==> src/config_unlock_defs.vh <==
// Purpose: Shared constants for the configuration gate and version string ROM
// Assumes: 16-bit host address bus, 8-bit data
// Notes: Definitions only
`ifndef CONFIG_UNLOCK_DEFS_VH
`define CONFIG_UNLOCK_DEFS_VH

// ==========================================================
// Addresses
`define ADDR_CMD 16'hd0fe
`define ADDR_EXIT_LO 16'hd0fd
`define ADDR_EXIT_HI 16'hd0ff
`define ADDR_MAP_CFG 16'hd0fa
`define ADDR_CFG_BASE 16'hd0f0
`define CFG_PAGE_MASK 16'hfff0
`define ADDR_VER_INDEX 16'hd0a8
`define ADDR_VER_VALUE 16'hd0a9

// ==========================================================
// Command values
`define CMD_UNLOCK 8'h2a
`define CMD_LOCK 8'hff
`define CMD_MENU 8'h20
`define CMD_RESET 8'ha5
`define CMD_RESET_LOCK 8'ha6
`define CMD_RELOAD_MASK 8'hf0
`define CMD_RELOAD_TAG 8'h10

// ==========================================================
// Fields and reset values
`define MAP_MMU_BIT 1
`define SLOT_LSB 0
`define SLOT_W 4
`define BOOT_SLOT 4'h0
`define DATA_ALL_ONES 8'hff
`define DATA_ZERO 8'h00
`define MAP_CFG_RESET 8'h00
`define VER_INDEX_RESET 8'h00
`define ASCII_SPACE 8'h20
`define VER_TEXT_LEN 8
`define CHAR_W 8
`define VER_DATE_LAST 15

`endif

==> src/config_unlock_control.v <==
// Purpose: Configuration gate on the host bus: unlock, lock, reload, menu, reset, version text
// Assumes: Host strobes come from logic on clk_sys, one cycle per access
// Notes: Read data and claim appear one cycle after the read strobe
// Behaviour
// - Command address reads all-ones unless configuration mode is active.
// - Writing 42 to the command register enters configuration mode.
// - Writing all-ones to the command register leaves configuration mode.
// - Any write to either neighbour address also leaves configuration mode.
// - In configuration mode the whole sixteen-byte setup range is decoded.
// - In configuration mode the command register reads the core configuration code.
// - After power-up the selected core slot is slot zero.
// - In configuration mode, 16 ored with slot number reloads from that slot.
// - In configuration mode, writing 32 switches the system into menu mode.
// - Writing 165 forces a system reset.
// - Writing 166 forces a system reset and leaves configuration mode.
// - Reset commands are ignored unless configuration or menu mode is active.
// - Version registers decode only while the map bit one is set.
// - Index register selects a character; value register returns it as ASCII.
// - Positions 0 to 7 hold core version text padded with spaces.
// - Positions 8 to 15 hold build date as YYYYMMDD digits.
// - Positions 16 to 255 are reserved and return any value.
`include "config_unlock_defs.vh"

module config_unlock_control #(
	parameter [63:0] VERSION_TEXT = "rev-0a  ",
	parameter [63:0] BUILD_DATE = "20000101"
) (
	input wire clk_sys,
	input wire rst,
	input wire [15:0] bus_addr,
	input wire [7:0] bus_wdata,
	input wire bus_wr,
	input wire bus_rd,
	input wire [7:0] platform_code,
	input wire menu_leave,
	output reg [7:0] bus_rdata_q,
	output reg bus_claim_q,
	output reg config_mode_q,
	output reg menu_mode_q,
	output reg mmu_map_q,
	output reg [3:0] reload_slot_q,
	output reg reload_req_q,
	output reg sys_reset_q
);

// ==========================================================
// Decode
function in_cfg_page;
	input [15:0] a;
	begin
		in_cfg_page = ((a & `CFG_PAGE_MASK) == `ADDR_CFG_BASE);
	end
endfunction

// Match a host address against one register location
function addr_is;
	input [15:0] a;
	input [15:0] loc;
	begin
		addr_is = (a == loc);
	end
endfunction

// Slot reloads share one tag in the upper nibble, slot in the lower
function cmd_is_reload;
	input [7:0] d;
	begin
		cmd_is_reload = ((d & `CMD_RELOAD_MASK) == `CMD_RELOAD_TAG);
	end
endfunction

// ==========================================================
// State and next values
reg [7:0] map_cfg_q;
reg [7:0] map_cfg_d;
reg [7:0] ver_index_q;
reg [7:0] ver_index_d;
reg config_mode_d;
reg menu_mode_d;
reg mmu_map_d;
reg [3:0] reload_slot_d;
reg reload_req_d;
reg sys_reset_d;
reg [7:0] bus_rdata_d;
reg bus_claim_d;
wire [7:0] ver_char;

// ==========================================================
// Address hits
wire map_on = map_cfg_q[`MAP_MMU_BIT];
wire cfg_hit = config_mode_q && in_cfg_page(bus_addr);
wire cmd_hit = cfg_hit && addr_is(bus_addr, `ADDR_CMD);
wire map_hit = cfg_hit && addr_is(bus_addr, `ADDR_MAP_CFG);
wire ver_idx_hit = map_on && addr_is(bus_addr, `ADDR_VER_INDEX);
wire ver_val_hit = map_on && addr_is(bus_addr, `ADDR_VER_VALUE);
// The command address takes writes while locked too, or unlock could never land
wire cmd_wr = bus_wr && addr_is(bus_addr, `ADDR_CMD);
// Exit addresses only act while unlocked; when locked they belong to the mirror
wire exit_wr = bus_wr && config_mode_q &&
	(addr_is(bus_addr, `ADDR_EXIT_LO) || addr_is(bus_addr, `ADDR_EXIT_HI));
wire reset_ok = config_mode_q || menu_mode_q;

// ==========================================================
// Command decode
// One-hot, so each command value maps to exactly one action
localparam [6:0] OP_NONE = 7'h01;
localparam [6:0] OP_UNLOCK = 7'h02;
localparam [6:0] OP_LOCK = 7'h04;
localparam [6:0] OP_RESET = 7'h08;
localparam [6:0] OP_RESET_LOCK = 7'h10;
localparam [6:0] OP_RELOAD = 7'h20;
localparam [6:0] OP_MENU = 7'h40;
reg [6:0] cmd_op;

always @* begin
	cmd_op = OP_NONE;
	if (cmd_wr) begin
		if (bus_wdata == `CMD_UNLOCK) begin
			cmd_op = OP_UNLOCK;
		end else if (bus_wdata == `CMD_LOCK) begin
			cmd_op = OP_LOCK;
		end else if (bus_wdata == `CMD_RESET) begin
			cmd_op = OP_RESET;
		end else if (bus_wdata == `CMD_RESET_LOCK) begin
			cmd_op = OP_RESET_LOCK;
		end else if (config_mode_q && cmd_is_reload(bus_wdata)) begin
			cmd_op = OP_RELOAD;
		end else if (config_mode_q && (bus_wdata == `CMD_MENU)) begin
			cmd_op = OP_MENU;
		end
	end
end

version_rom #(
	.VERSION_TEXT(VERSION_TEXT),
	.BUILD_DATE(BUILD_DATE)
) u_version_rom (
	.index(ver_index_q),
	.char_out(ver_char)
);

// ==========================================================
// Mode and command handling
// Reload and reset are one-cycle pulses; the loader and reset logic latch them
always @* begin
	config_mode_d = config_mode_q;
	menu_mode_d = menu_mode_q;
	reload_slot_d = reload_slot_q;
	reload_req_d = 1'b0;
	sys_reset_d = 1'b0;
	// Leave is applied first so a menu command in the same cycle wins
	if (menu_leave) begin
		menu_mode_d = 1'b0;
	end
	if (exit_wr) begin
		config_mode_d = 1'b0;
	end
	case (cmd_op)
		OP_UNLOCK: begin
			config_mode_d = 1'b1;
		end
		OP_LOCK: begin
			config_mode_d = 1'b0;
		end
		OP_RESET: begin
			if (reset_ok) begin
				sys_reset_d = 1'b1;
			end
		end
		OP_RESET_LOCK: begin
			if (reset_ok) begin
				sys_reset_d = 1'b1;
				config_mode_d = 1'b0;
			end
		end
		OP_RELOAD: begin
			reload_slot_d = bus_wdata[`SLOT_LSB +: `SLOT_W];
			reload_req_d = 1'b1;
		end
		OP_MENU: begin
			menu_mode_d = 1'b1;
		end
		default: begin
			reload_req_d = 1'b0;
		end
	endcase
end

// ==========================================================
// Mode registers
always @(posedge clk_sys or posedge rst) begin
	if (rst) begin
		config_mode_q <= 1'b0;
		menu_mode_q <= 1'b0;
		reload_slot_q <= `BOOT_SLOT;
		reload_req_q <= 1'b0;
		sys_reset_q <= 1'b0;
	end else begin
		config_mode_q <= config_mode_d;
		menu_mode_q <= menu_mode_d;
		reload_slot_q <= reload_slot_d;
		reload_req_q <= reload_req_d;
		sys_reset_q <= sys_reset_d;
	end
end

// ==========================================================
// Setup and version registers
// The map bit outlives configuration mode, so version reads work after locking
always @* begin
	map_cfg_d = map_cfg_q;
	mmu_map_d = mmu_map_q;
	ver_index_d = ver_index_q;
	if (bus_wr && map_hit) begin
		map_cfg_d = bus_wdata;
		mmu_map_d = bus_wdata[`MAP_MMU_BIT];
	end
	if (bus_wr && ver_idx_hit) begin
		ver_index_d = bus_wdata;
	end
end

always @(posedge clk_sys or posedge rst) begin
	if (rst) begin
		map_cfg_q <= `MAP_CFG_RESET;
		ver_index_q <= `VER_INDEX_RESET;
		mmu_map_q <= 1'b0;
	end else begin
		map_cfg_q <= map_cfg_d;
		ver_index_q <= ver_index_d;
		mmu_map_q <= mmu_map_d;
	end
end

// ==========================================================
// Read source select
// One-hot source code keeps the data mux a flat case
localparam [5:0] SRC_NONE = 6'h01;
localparam [5:0] SRC_CODE = 6'h02;
localparam [5:0] SRC_MAP = 6'h04;
localparam [5:0] SRC_ZERO = 6'h08;
localparam [5:0] SRC_INDEX = 6'h10;
localparam [5:0] SRC_CHAR = 6'h20;
reg [5:0] rd_src;

always @* begin
	rd_src = SRC_NONE;
	if (bus_rd) begin
		if (cmd_hit) begin
			rd_src = SRC_CODE;
		end else if (map_hit) begin
			rd_src = SRC_MAP;
		end else if (cfg_hit) begin
			rd_src = SRC_ZERO;
		end else if (ver_idx_hit) begin
			rd_src = SRC_INDEX;
		end else if (ver_val_hit) begin
			rd_src = SRC_CHAR;
		end
	end
end

// ==========================================================
// Read path
// Unclaimed reads return all-ones so the bus looks like an empty mirror
always @* begin
	case (rd_src)
		SRC_CODE: begin
			bus_rdata_d = platform_code;
			bus_claim_d = 1'b1;
		end
		SRC_MAP: begin
			bus_rdata_d = map_cfg_q;
			bus_claim_d = 1'b1;
		end
		SRC_ZERO: begin
			bus_rdata_d = `DATA_ZERO;
			bus_claim_d = 1'b1;
		end
		SRC_INDEX: begin
			bus_rdata_d = ver_index_q;
			bus_claim_d = 1'b1;
		end
		SRC_CHAR: begin
			bus_rdata_d = ver_char;
			bus_claim_d = 1'b1;
		end
		default: begin
			bus_rdata_d = `DATA_ALL_ONES;
			bus_claim_d = 1'b0;
		end
	endcase
end

always @(posedge clk_sys or posedge rst) begin
	if (rst) begin
		bus_rdata_q <= `DATA_ALL_ONES;
		bus_claim_q <= 1'b0;
	end else begin
		bus_rdata_q <= bus_rdata_d;
		bus_claim_q <= bus_claim_d;
	end
end

endmodule

==> src/version_rom.v <==
// Purpose: Returns one ASCII character of the core version text or build date
// Assumes: Index from the version character index register
// Notes: Combinational lookup; strings are parameters so builds can stamp them
`include "config_unlock_defs.vh"

module version_rom #(
	// Eight characters, first character in the top byte; arbitrary default
	parameter [63:0] VERSION_TEXT = "rev-0a  ",
	// Eight ASCII digits YYYYMMDD, first digit in the top byte; arbitrary default
	parameter [63:0] BUILD_DATE = "20000101"
) (
	input wire [7:0] index,
	output reg [7:0] char_out
);

// ==========================================================
// Lookup
function [7:0] pick_byte;
	input [63:0] text;
	input [2:0] pos;
	begin
		pick_byte = text[(`VER_TEXT_LEN - 1 - pos) * `CHAR_W +: `CHAR_W];
	end
endfunction

always @* begin
	if (index < `VER_TEXT_LEN) begin
		// Space padding is carried in the parameter itself
		char_out = pick_byte(VERSION_TEXT, index[2:0]);
	end else if (index <= `VER_DATE_LAST) begin
		char_out = pick_byte(BUILD_DATE, index[2:0]);
	end else begin
		// Undefined positions give a space so displays stay tidy
		char_out = `ASCII_SPACE;
	end
end

endmodule
==> config.mk <==
export PLATFORM = sky130hd
export DESIGN_NAME = config_unlock_control
export DESIGN_NICKNAME = d
export VERILOG_FILES = /design/src/config_unlock_control.v /design/src/version_rom.v
export VERILOG_INCLUDE_DIRS = /design/src
export SDC_FILE = /design/constraint.sdc
export NUM_CORES = 1
export LEC_CHECK = 0
export BUFFER_PORTS_ARGS = -buffer_cell sky130_fd_sc_hd__buf_2
export CORE_MARGIN = 3
export CORE_UTILIZATION = 46
export DETAILED_ROUTE_END_ITERATION = 6
export PLACE_DENSITY = 0.86
export SYNTH_ARGS = -nofsm -noshare
export SYNTH_HDL_FRONTEND = slang
export SYNTH_HIERARCHICAL = 1
export SYNTH_SLANG_ARGS = --single-unit
==> constraint.sdc <==
create_clock -name clk_sys -period 1.7 [get_ports clk_sys]
set_input_delay 0.34 -clock clk_sys [delete_from_list [all_inputs] [get_ports clk_sys]]
set_output_delay 0.34 -clock clk_sys [all_outputs]
set_load 0.1 [all_outputs]
==> results of run 1 <==
## metrics by stage
step / setup TNS, ns / hold slack [ns]
2_1_floorplan: -4.42 / 0.446
3_3_place_gp: -2.40 / 0.432
3_5_place_dp: -3.44 / 0.459
4_1_cts: 0 / 0.150
5_1_grt: -0.244 / 0.193
6_report: 0 / 0.133
## timing repair
item,CTS,global route
setup buffers,0,0
hold buffers,0,0
resized for setup,3,13
endpoints found under the setup margin,9,17
pin swaps,2,6
cloned,0,0
## area by class of cell
cell class | instances | area, µm² | share of cell area
Clock buffer | 6 | 72.6 | 0.0286
Multi-Input combinational cell | 104 | 1020 | 0.401
Tap cell | 48 | 60.1 | 0.0237
Sequential cell | 33 | 843 | 0.333
Timing Repair Buffer | 83 | 495 | 0.195
Clock inverter | 2 | 10.0 | 0.00395
Inverter | 10 | 37.5 | 0.0148
## where the power goes
| part | leakage [µW] | switching [µW] | internal [µW] |
|---|---|---|---|
| clock | 0.0000450 | 286 | 283 |
| sequential | 0.000430 | 0.0000807 | 786 |
| combinational | 0.000746 | 75.1 | 69.2 |
## registers in the layout (all words and copies together) (netlist names)
signal and flops:
menu_mode_q 1, map_cfg_q 8, sys_reset_q 1, reload_slot_q 4
bus_claim_q 1, bus_rdata_q 8, ver_index_q 8, reload_req_q 1
config_mode_q 1
## worst paths after layout
| kind | startpoint | to | slack, ns | cells past startpoint |
|---|---|---|---|---|
| setup / recovery | ver_index_q[7] | bus_rdata_q[4] | 0.005 | 5 |
| hold / removal | rst | reload_slot_q[1] | 0.13 | 3 |
| setup reg to reg | ver_index_q[7] | bus_rdata_q[4] | 0.005 | 5 |
| hold reg to reg | reload_slot_q[1] | reload_slot_q[1] | 0.51 | 1 |
| max in group asynchronous | rst | bus_rdata_q[4] | 1.23 | 3 |
| min in group clk_sys | bus_wdata[0] | sys_reset_q | 0.38 | 3 |
## per-layer routing
| metal | vias up | global-route usage | part of all wire |
|---|---|---|---|
| met1 | 807 | 0.284 | 0.40 |
| met3 | 12 | 0.0502 | 0.065 |
| met2 | 70 | 0.383 | 0.51 |
| li1 | 745 | - | - |
| met5 | - | 0 | 0 |
| met4 | 0 | 0.102 | 0.019 |
## cell families (layout without fill, tap and decap cells)
logic type | count (synthesis) | in the layout
buf+inv | 17 | 101
mux | 29 | 29
other cells | 2 | 2
compound gates | 28 | 28
flops | 33 | 33
simple gates | 45 | 45
## worst max-delay path, delay by kind of cell, from the launching register on
family                 cells  cell delay [ns]
AOI/OAI and AO/OA          3             0.57
buffers and inverters      1             0.03
DFF                        1             0.40
and+or+nand+nor            1             0.61
## placed cells by master (no fill, tap or decap), drive strengths merged, types with 3 or more instances in the layout
cell	n
buf	83
mux2	28
dfrtp	25
inv	10
dfstp	8
o221ai	8
a22oi	7
nand2	6
clkbuf	6
nor2	5
nand4	4
nand3	4
nor4b	4
nor2b	4
and3	3
a2111oi	3
==> results.ini, run 1 <==
[run_status]
status=finished, final reports clean

[synthesis]
yosys-top-cells-count=dfrtp_1 (25), mux2_2 (20), inv_1 (10)
yosysWarnings=6
synth_top_family_by_area=multiplexers
async_flop_share=1.00
synth-seq-area-share=0.460
synthSimpleGateAreaFrac=0.164
synth_compound_area_frac=0.127
synth_nets=191
synthXorXnorAreaFrac=0
synthesis.area_um2=1820
synth_edf_count=0
syn_inst=154
syn_avg_cell_area_um2=11.8
ys_ff_latch=33
synth_area_leader_cell=dfrtp_1
synthMuxAreaShare=0.196
ys_types=43
synth_fa_ha_area_frac=0
synthFlopType=dfrtp_1
synthTopCellsByArea=dfrtp_1 (34%), mux2_2 (12%), dfstp_2 (12%), mux2_4 (6.6%), o221ai_1 (3.9%)
yosysMostFrequentCell=dfrtp_1
synth_top_area_frac=0.344

[drt]
drc=0
totalWireLength_um=4840
postRouteAntennaNets=0
wl_per_cell_um=16.9
drtIter0Drc=158
viasPerCell=5.71
firstDrtPassIters=4
vias=1634

[finish]
final_util=0.677
layout-drive-gt1-share=0.626
area_delta_synth_final_pct=39.5
design_area_um2=2530
final_nets=274
nFillCells=308
stdcell_count=286
diodes=0

[clock_network]
cts_tree=built
cts_root_buf=clkbuf_8
cts_buffers=5
clock_latency_ns=0.28
cts_max_path_buffers=2
htree_levels=2
cts.clk_slew.worst_paths_ns=0.07
cts_num_sinks=33

[worst_setup_path]
slowest_delay_ns=0.61
worstSetupEndpointType=register
arrival_ns=1.90
critPathRequiredTime_ns=1.91
slowest_stage=or4_4
cp-start-kind=register
path_max_fanout=6
worstSetupPathType=register to register
cp_cell_sequence=or4_4 > o21ba_4 > inv_2 > a2bb2oi_2 > o211ai_1

[floorplan]
rows=22
coreArea_um2=3740
boundaryPins=55
dieHeight_um=68.8
dieArea_um2=4740
initial_utilization=0.485
die_w_um=68.8

[timing]
setup_ws_ns=0.00530
finalClockSkew_ns=0.00189
rsz0062_at_grt=yes
slew_viol_final=0
finalCritPeriodShare=0.997
setup_violations=0
finalHoldViolations=0
post-route-min-period_ns=1.69
fmax_ghz=0.590

[placed_design]
dpl_cell_area_um2=2390
hpwl_um=3580
placed_cells=279
port_buffers=54
dp_slack_ns=-0.311
gp_congestion=0.853

[grt]
track_usage=0.230
antenna_found_initial=0
grt_pass1_wl_um=7960
grt_pass1_vias=1660
grt_overflow_total=0
grt_max_degree=34

[hold_path]
min_path_type=input pin to async pin

[power_and_ir_drop]
p_leak_uw=0.00122
irDropWorstVdd_uv=459
power_density_nw_per_um2=591
finalPower_uw=1500

[job]
drv_cap=0

No activity file was read; power rests on OpenSTA's default activity.
==> inputs of run 2 (changes only) <==
Settings changed: CELL_PAD_IN_SITES_DETAIL_PLACEMENT from default to 1, CELL_PAD_IN_SITES_GLOBAL_PLACEMENT from default to 1, CORE_UTILIZATION 46 to 36, PLACE_DENSITY 0.86 to 0.87.
==> results.ini, run 2 (synthesis gave the netlist of run 1 again) <==
[timing]
rsz0062_at_grt=yes
finalHoldViolations=0  ; unchanged
setup_violations=0  ; unchanged
finalClockSkew_ns=0.00429  ; +0.00239 ns
post-route-min-period_ns=1.70  ; +0.00371 ns
finalCritPeriodShare=0.999  ; +0.00218
fmax_ghz=0.589  ; -0.22%
setup_ws_ns=0.00159  ; -0.00371 ns
slew_viol_final=0  ; unchanged

[worst_setup_path]
slowest_delay_ns=0.47  ; -0.14 ns
cp_cell_sequence=and3_4 > and3_4 > or3b_4 > mux2_4
critPathMostFrequentCell=and3_4
critPathRequiredTime_ns=1.87  ; -0.04 ns
path_max_fanout=8  ; +2
cp-start-kind=register
worstSetupEndpointType=register
slowest_stage=or3b_4
worstSetupPathType=register to register
arrival_ns=1.87  ; -0.03 ns

[power_and_ir_drop]
seqPwrFrac=0.504  ; -0.020
p_sw_uw=371  ; +2.9%
clkPwrFrac=0.399  ; +0.019
power_density_nw_per_um2=596  ; +0.76%
p_comb_frac=0.097  ; about the same
swShare=0.238  ; -0.00247
power.internal_uw=1190  ; +4.3%
p_leak_uw=0.00124  ; +1.6%
irDropWorstVdd_uv=375  ; -18%
finalPower_uw=1560  ; +3.9%

[drt]
totalWireLength_um=5750  ; +19%
drc=0  ; unchanged
wl_per_cell_um=18.7  ; +10%
drtIter0Drc=89  ; -44%
viasPerCell=5.24  ; -8.3%
vias=1614  ; -1.2%
postRouteAntennaNets=0  ; unchanged
firstDrtPassIters=4  ; unchanged

[floorplan]
dieHeight_um=77.0  ; +12%
dieArea_um2=5940  ; +25%
rows=25  ; +14%
initial_utilization=0.380  ; -0.106
boundaryPins=55  ; unchanged
die_w_um=77.0  ; +12%
coreArea_um2=4790  ; +28%

[placed_design]
gp_congestion=0.822  ; -3.6%
hpwl_um=4280  ; +20%
placed_cells=299  ; +7.2%
port_buffers=54  ; unchanged
dp_slack_ns=-0.322  ; -0.0109 ns

[grt]
grt_pass1_vias=1783  ; +7.4%
antenna_found_initial=0  ; unchanged
grt_max_degree=34  ; unchanged
grt_pass1_wl_um=9200  ; +16%
track_usage=0.199  ; -0.0309
grt_overflow_total=0  ; unchanged

[clock_network]
cts.clk_slew.worst_paths_ns=0.07  ; about the same
clock_latency_ns=0.29  ; about the same
cts_num_sinks=33  ; unchanged
cts_max_path_buffers=2  ; unchanged
cts_buffers=5  ; unchanged
cts_root_buf=clkbuf_8
cts_tree=built
htree_levels=2  ; unchanged

[finish]
area_delta_synth_final_pct=43.9
biggestRegsByFlops=bus_rdata_q: 8 flops, map_cfg_q: 8 flops, ver_index_q: 8 flops
final_nets=277  ; +1.1%
mostFrequentLayoutCells=buf_2 (53), buf_4 (30), dfrtp_1 (23)
stdcell_count=308  ; +7.7%
layout-drive-gt1-share=0.631  ; +0.00465
diodes=0  ; unchanged
final_common_cell=buf_2
final_util=0.546  ; -0.131

[run_status]
status=finished, final reports clean

[job]
drv_cap=0  ; unchanged

[hold_path]
min_path_type=input pin to async pin

==> run 2: per-layer routing <==
metal / up-vias / routed length [µm] / global-route usage / part of all wire
met4: 0 / 110 / 0.0534 / 0.019
li1: 755 / - / - / -
met2: 51 / 2990 / 0.354 / 0.52
met1: 796 / 2380 / 0.237 / 0.41
met5: - / 0 / 0 / 0
met3: 12 / 270 / 0.0516 / 0.047
==> run 2: through the flow <==
stage	setup TNS, ns	hold slack, ns	area, µm²
5_1_grt	-0.266	0.179	2620
6_report	0	0.135	2620
4_1_cts	-0.0946	0.149	2570
2_1_floorplan	-4.42	0.446	1890
3_5_place_dp	-3.91	0.457	2420
3_3_place_gp	-2.42	0.439	2420
==> run 2: power by group through the flow <==
stage          Sequential (µW)  Clock (µW)  Combinational (µW)
6_report                   786         621                 151
5_1_grt                    785         675                 166
4_1_cts                    786         632                 145
3_5_place_dp               800           0                 144
3_3_place_gp               800           0                 138
2_1_floorplan              800           0                48.0
==> run 2: critical path, delay by kind of cell (launching register included) <==
family           cells  cell delay [ns]
multiplexers         1             0.33
flip-flops           1             0.42
AND/OR/NAND/NOR      3             0.83
==> run 2: final timing paths <==
kind / startpoint / to / slack, ns / depth (start not counted)
min reg2reg: reload_slot_q[2] / reload_slot_q[2] / 0.50 / 1
max in group asynchronous: rst / config_mode_q / 1.23 / 3
min: rst / bus_claim_q / 0.13 / 3
max: config_mode_q / map_cfg_q[0] / 0.002 / 4
max reg2reg: config_mode_q / map_cfg_q[0] / 0.002 / 4
min in group clk_sys: menu_leave / menu_mode_q / 0.38 / 3
==> run 2: final cells by class <==
type | count | area [µm²]
clock buffer | 8 | 90.1
fill | 533 | 2170
inverter | 10 | 37.5
multi-input combinational | 104 | 1040
sequential | 33 | 843
tap | 67 | 83.8
timing repair buffer | 86 | 524
==> run 2: timing repair <==
item | in CTS | in global routing
hold endpoints to repair | 0 | 0
setup buffers | 1 | 1
hold buffers | 0 | 0
pin swaps | 3 | 11
endpoints found under the setup margin | 12 | 26
gates resized for setup | 9 | 11
==> inputs of run 3 (changes only) <==
--- a/config.mk
+++ b/config.mk
@@ -7,9 +7,10 @@
 export NUM_CORES = 1
 export LEC_CHECK = 0
+export ABC_AREA = 1
 export BUFFER_PORTS_ARGS = -buffer_cell sky130_fd_sc_hd__buf_2
 export CELL_PAD_IN_SITES_DETAIL_PLACEMENT = 1
 export CELL_PAD_IN_SITES_GLOBAL_PLACEMENT = 1
 export CORE_MARGIN = 3
-export CORE_UTILIZATION = 36
+export CORE_UTILIZATION = 34
 export DETAILED_ROUTE_END_ITERATION = 6
 export PLACE_DENSITY = 0.87
==> constraint.sdc (replaced) <==
create_clock -name clk_sys -period 1.7 [get_ports clk_sys]
set_input_delay 0.34 -clock clk_sys [delete_from_list [all_inputs] [get_ports clk_sys]]
set_output_delay 0.34 -clock clk_sys [all_outputs]
set_load 0.005 [all_outputs]
==> results.ini, run 3 <==
[run_status]
status=finished, final reports clean

[timing]
rsz0062_at_grt=no
tns_ns=0  ; unchanged
post-route-min-period_ns=1.51  ; -0.192 ns
slew_viol_final=0  ; unchanged
finalHoldViolations=0  ; unchanged
setup_ws_ns=0.193  ; +0.192 ns
setup_violations=0  ; unchanged
finalClockSkew_ns=0.00359  ; -0.000691 ns
finalCritPeriodShare=0.886  ; -0.113
fmax_ghz=0.664  ; +13%

[finish]
final_nets=368  ; +33%
layout-drive-gt1-share=0.337  ; -0.293
area_delta_synth_final_pct=23.8
biggestRegsByFlops=bus_rdata_q: 8 flops, map_cfg_q: 8 flops, ver_index_q: 8 flops
mostFrequentLayoutCells=nand2_1 (59), buf_2 (54), inv_1 (33)
final_common_cell=nand2_1
diodes=0  ; unchanged
final_util=0.446  ; -0.101

[worst_setup_path]
rr_endpoint=ver_index_q[4]
worstSetupEndpointType=register
cp-start-kind=register
critPathRequiredTime_ns=1.87  ; about the same
reg2reg_from=map_cfg_q[1]
worstSetupPathType=register to register
arrival_ns=1.67  ; -0.20 ns
r2r_cells=7  ; +3
ff2ff_setup_slack_ns=0.19  ; +0.19 ns
path_max_fanout=16  ; +8

[job]
drv_cap=0  ; unchanged

[drt]
drc=0  ; unchanged
wl_per_cell_um=14.7  ; -21%
viasPerCell=5.03  ; -4.0%
totalWireLength_um=5920  ; +3.0%
postRouteAntennaNets=0  ; unchanged
drtIter0Drc=103  ; +16%
vias=2032  ; +26%
firstDrtPassIters=4  ; unchanged

[clock_network]
clock_latency_ns=0.29  ; about the same
cts_num_sinks=33  ; unchanged
cts_root_buf=clkbuf_8
cts_resized=0  ; -9
cts_max_path_buffers=2  ; unchanged
cts_tree=built
post_cts.repair.setup_buffers=0  ; -1
htree_levels=2  ; unchanged
cts_buffers=5  ; unchanged
postCtsHoldBufs=0  ; unchanged
cts.clk_slew.worst_paths_ns=0.07  ; about the same

[floorplan]
dieArea_um2=6940  ; +17%
rows=27  ; +8.0%
die_w_um=83.3  ; +8.1%
initial_utilization=0.360  ; -0.0194
boundaryPins=55  ; unchanged
coreArea_um2=5640  ; +18%
dieHeight_um=83.3  ; +8.1%

[placed_design]
dp_slack_ns=0.00342  ; +0.325 ns
hpwl_um=4720  ; +10%
gp_congestion=0.899  ; +9.4%
port_buffers=54  ; unchanged

[synthesis]
ys_ff_latch=33  ; unchanged
syn_avg_cell_area_um2=7.64  ; -35%
synth_fa_ha_area_frac=0  ; unchanged
yosys-top-cells-count=nand2_1 (59), inv_1 (33), nor2_1 (28)
yosysMostFrequentCell=nand2_1
synthXorXnorAreaFrac=0  ; unchanged
synthSimpleGateAreaFrac=0.400  ; +0.236
synthesis.area_um2=2030  ; +12%
synth_area_leader_cell=dfrtp_1
synthMuxAreaShare=0  ; -0.196
yosysWarnings=6  ; unchanged
synth_top_family_by_area=simple AND/OR/NAND/NOR gates
synthFlopType=dfrtp_1
synthTopCellsByArea=dfrtp_1 (31%), nand2_1 (11%), dfstp_2 (10%), nand4_1 (6.2%), inv_1 (6.1%)
synth_edf_count=0  ; unchanged
synth_compound_area_frac=0.0954  ; -0.0320
async_flop_share=1.00  ; unchanged
ys_types=31  ; -28%
syn_inst=266  ; +73%
synth_top_area_frac=0.308  ; -0.0365
synth_nets=303  ; +59%
synth-seq-area-share=0.411  ; -0.0487

[power_and_ir_drop]
irDropWorstVdd_uv=294  ; -21%
p_sw_uw=380  ; +2.4%
seqPwrFrac=0.523  ; +0.019
clkPwrFrac=0.382  ; -0.017
power_density_nw_per_um2=597  ; +0.24%
swShare=0.253  ; +0.0147
p_leak_uw=0.00127  ; +2.7%
p_comb_frac=0.095  ; -0.002
power.internal_uw=1120  ; -5.5%

[grt]
grt_overflow_total=0  ; unchanged
grt_pass1_wl_um=9830  ; +6.8%
grt_pass1_vias=2107  ; +18%
antenna_found_initial=0  ; unchanged
track_usage=0.175  ; -0.0236
grt_max_degree=34  ; unchanged

[hold_path]
min_path_type=input pin to async pin

[run 3: final cells by class]
class                      instances  area, µm²
inverter                          36        135
fill                             741       3130
clock inverter                     1       5.00
sequential                        33        836
tap                               72       90.1
multi-input combinational        191       1010
clock buffer                       7       76.3
timing repair buffer              64        358
[run 3: critical path, cell delays in order (launching register included)]
cell	delay [ns]
dfrtp_1	0.39
nand2_1	0.09
nor2_2	0.15
nand2_4	0.09
nor2_8	0.15
nand2_2	0.25
nand2_1	0.18
o21ai_2	0.06
[run 3: worst max-delay path by stage]
stage | from | to | slack, ns | depth (start not counted)
after floorplan | bus_addr[9] | ver_index_q[0] | 0.35 | 9
after global placement | bus_addr[9] | ver_index_q[2] | 0.09 | 9
after detailed placement | bus_addr[9] | ver_index_q[6] | 0.003 | 9
after CTS | map_cfg_q[1] | ver_index_q[4] | 0.19 | 7
after global routing | map_cfg_q[1] | ver_index_q[6] | 0.08 | 7
final | map_cfg_q[1] | ver_index_q[4] | 0.19 | 7
[run 3: per-stage QoR]
step                total power, µW  cells  hold WS [ns]  cell area, µm²
finish                         1500    404         0.134            2510
global route                   1570    404         0.170            2510
CTS                            1510    404         0.144            2510
detailed placement              945    396         0.454            2430
global placement                938    396         0.438            2430
floorplan                       867    266         0.439            2030
[run 3: power by group through the flow]
stage	Sequential, µW	Clock [µW]	Combinational [µW]
5_1_grt	785	627	162
6_report	786	573	143
2_1_floorplan	800	0	67.0
4_1_cts	786	583	146
3_3_place_gp	800	0	138
3_5_place_dp	800	0	145
[run 3: kinds of logic (layout without fill, tap and decap cells)]
| kind of cell | count (synthesis) | after routing |
|---|---|---|
| other | 2 | 2 |
| AOI/OAI and AO/OA | 30 | 30 |
| buffers and inverters | 42 | 108 |
| DFF | 33 | 33 |
| and+or+nand+nor | 159 | 159 |
[run 3: per-layer routing]
metal  part of all wire  track usage  routed length (µm)
met1               0.43        0.209                2580
met2               0.51        0.316                3020
met3              0.042       0.0347                 249
met4              0.013       0.0520                  78
met5                  0            0                   0
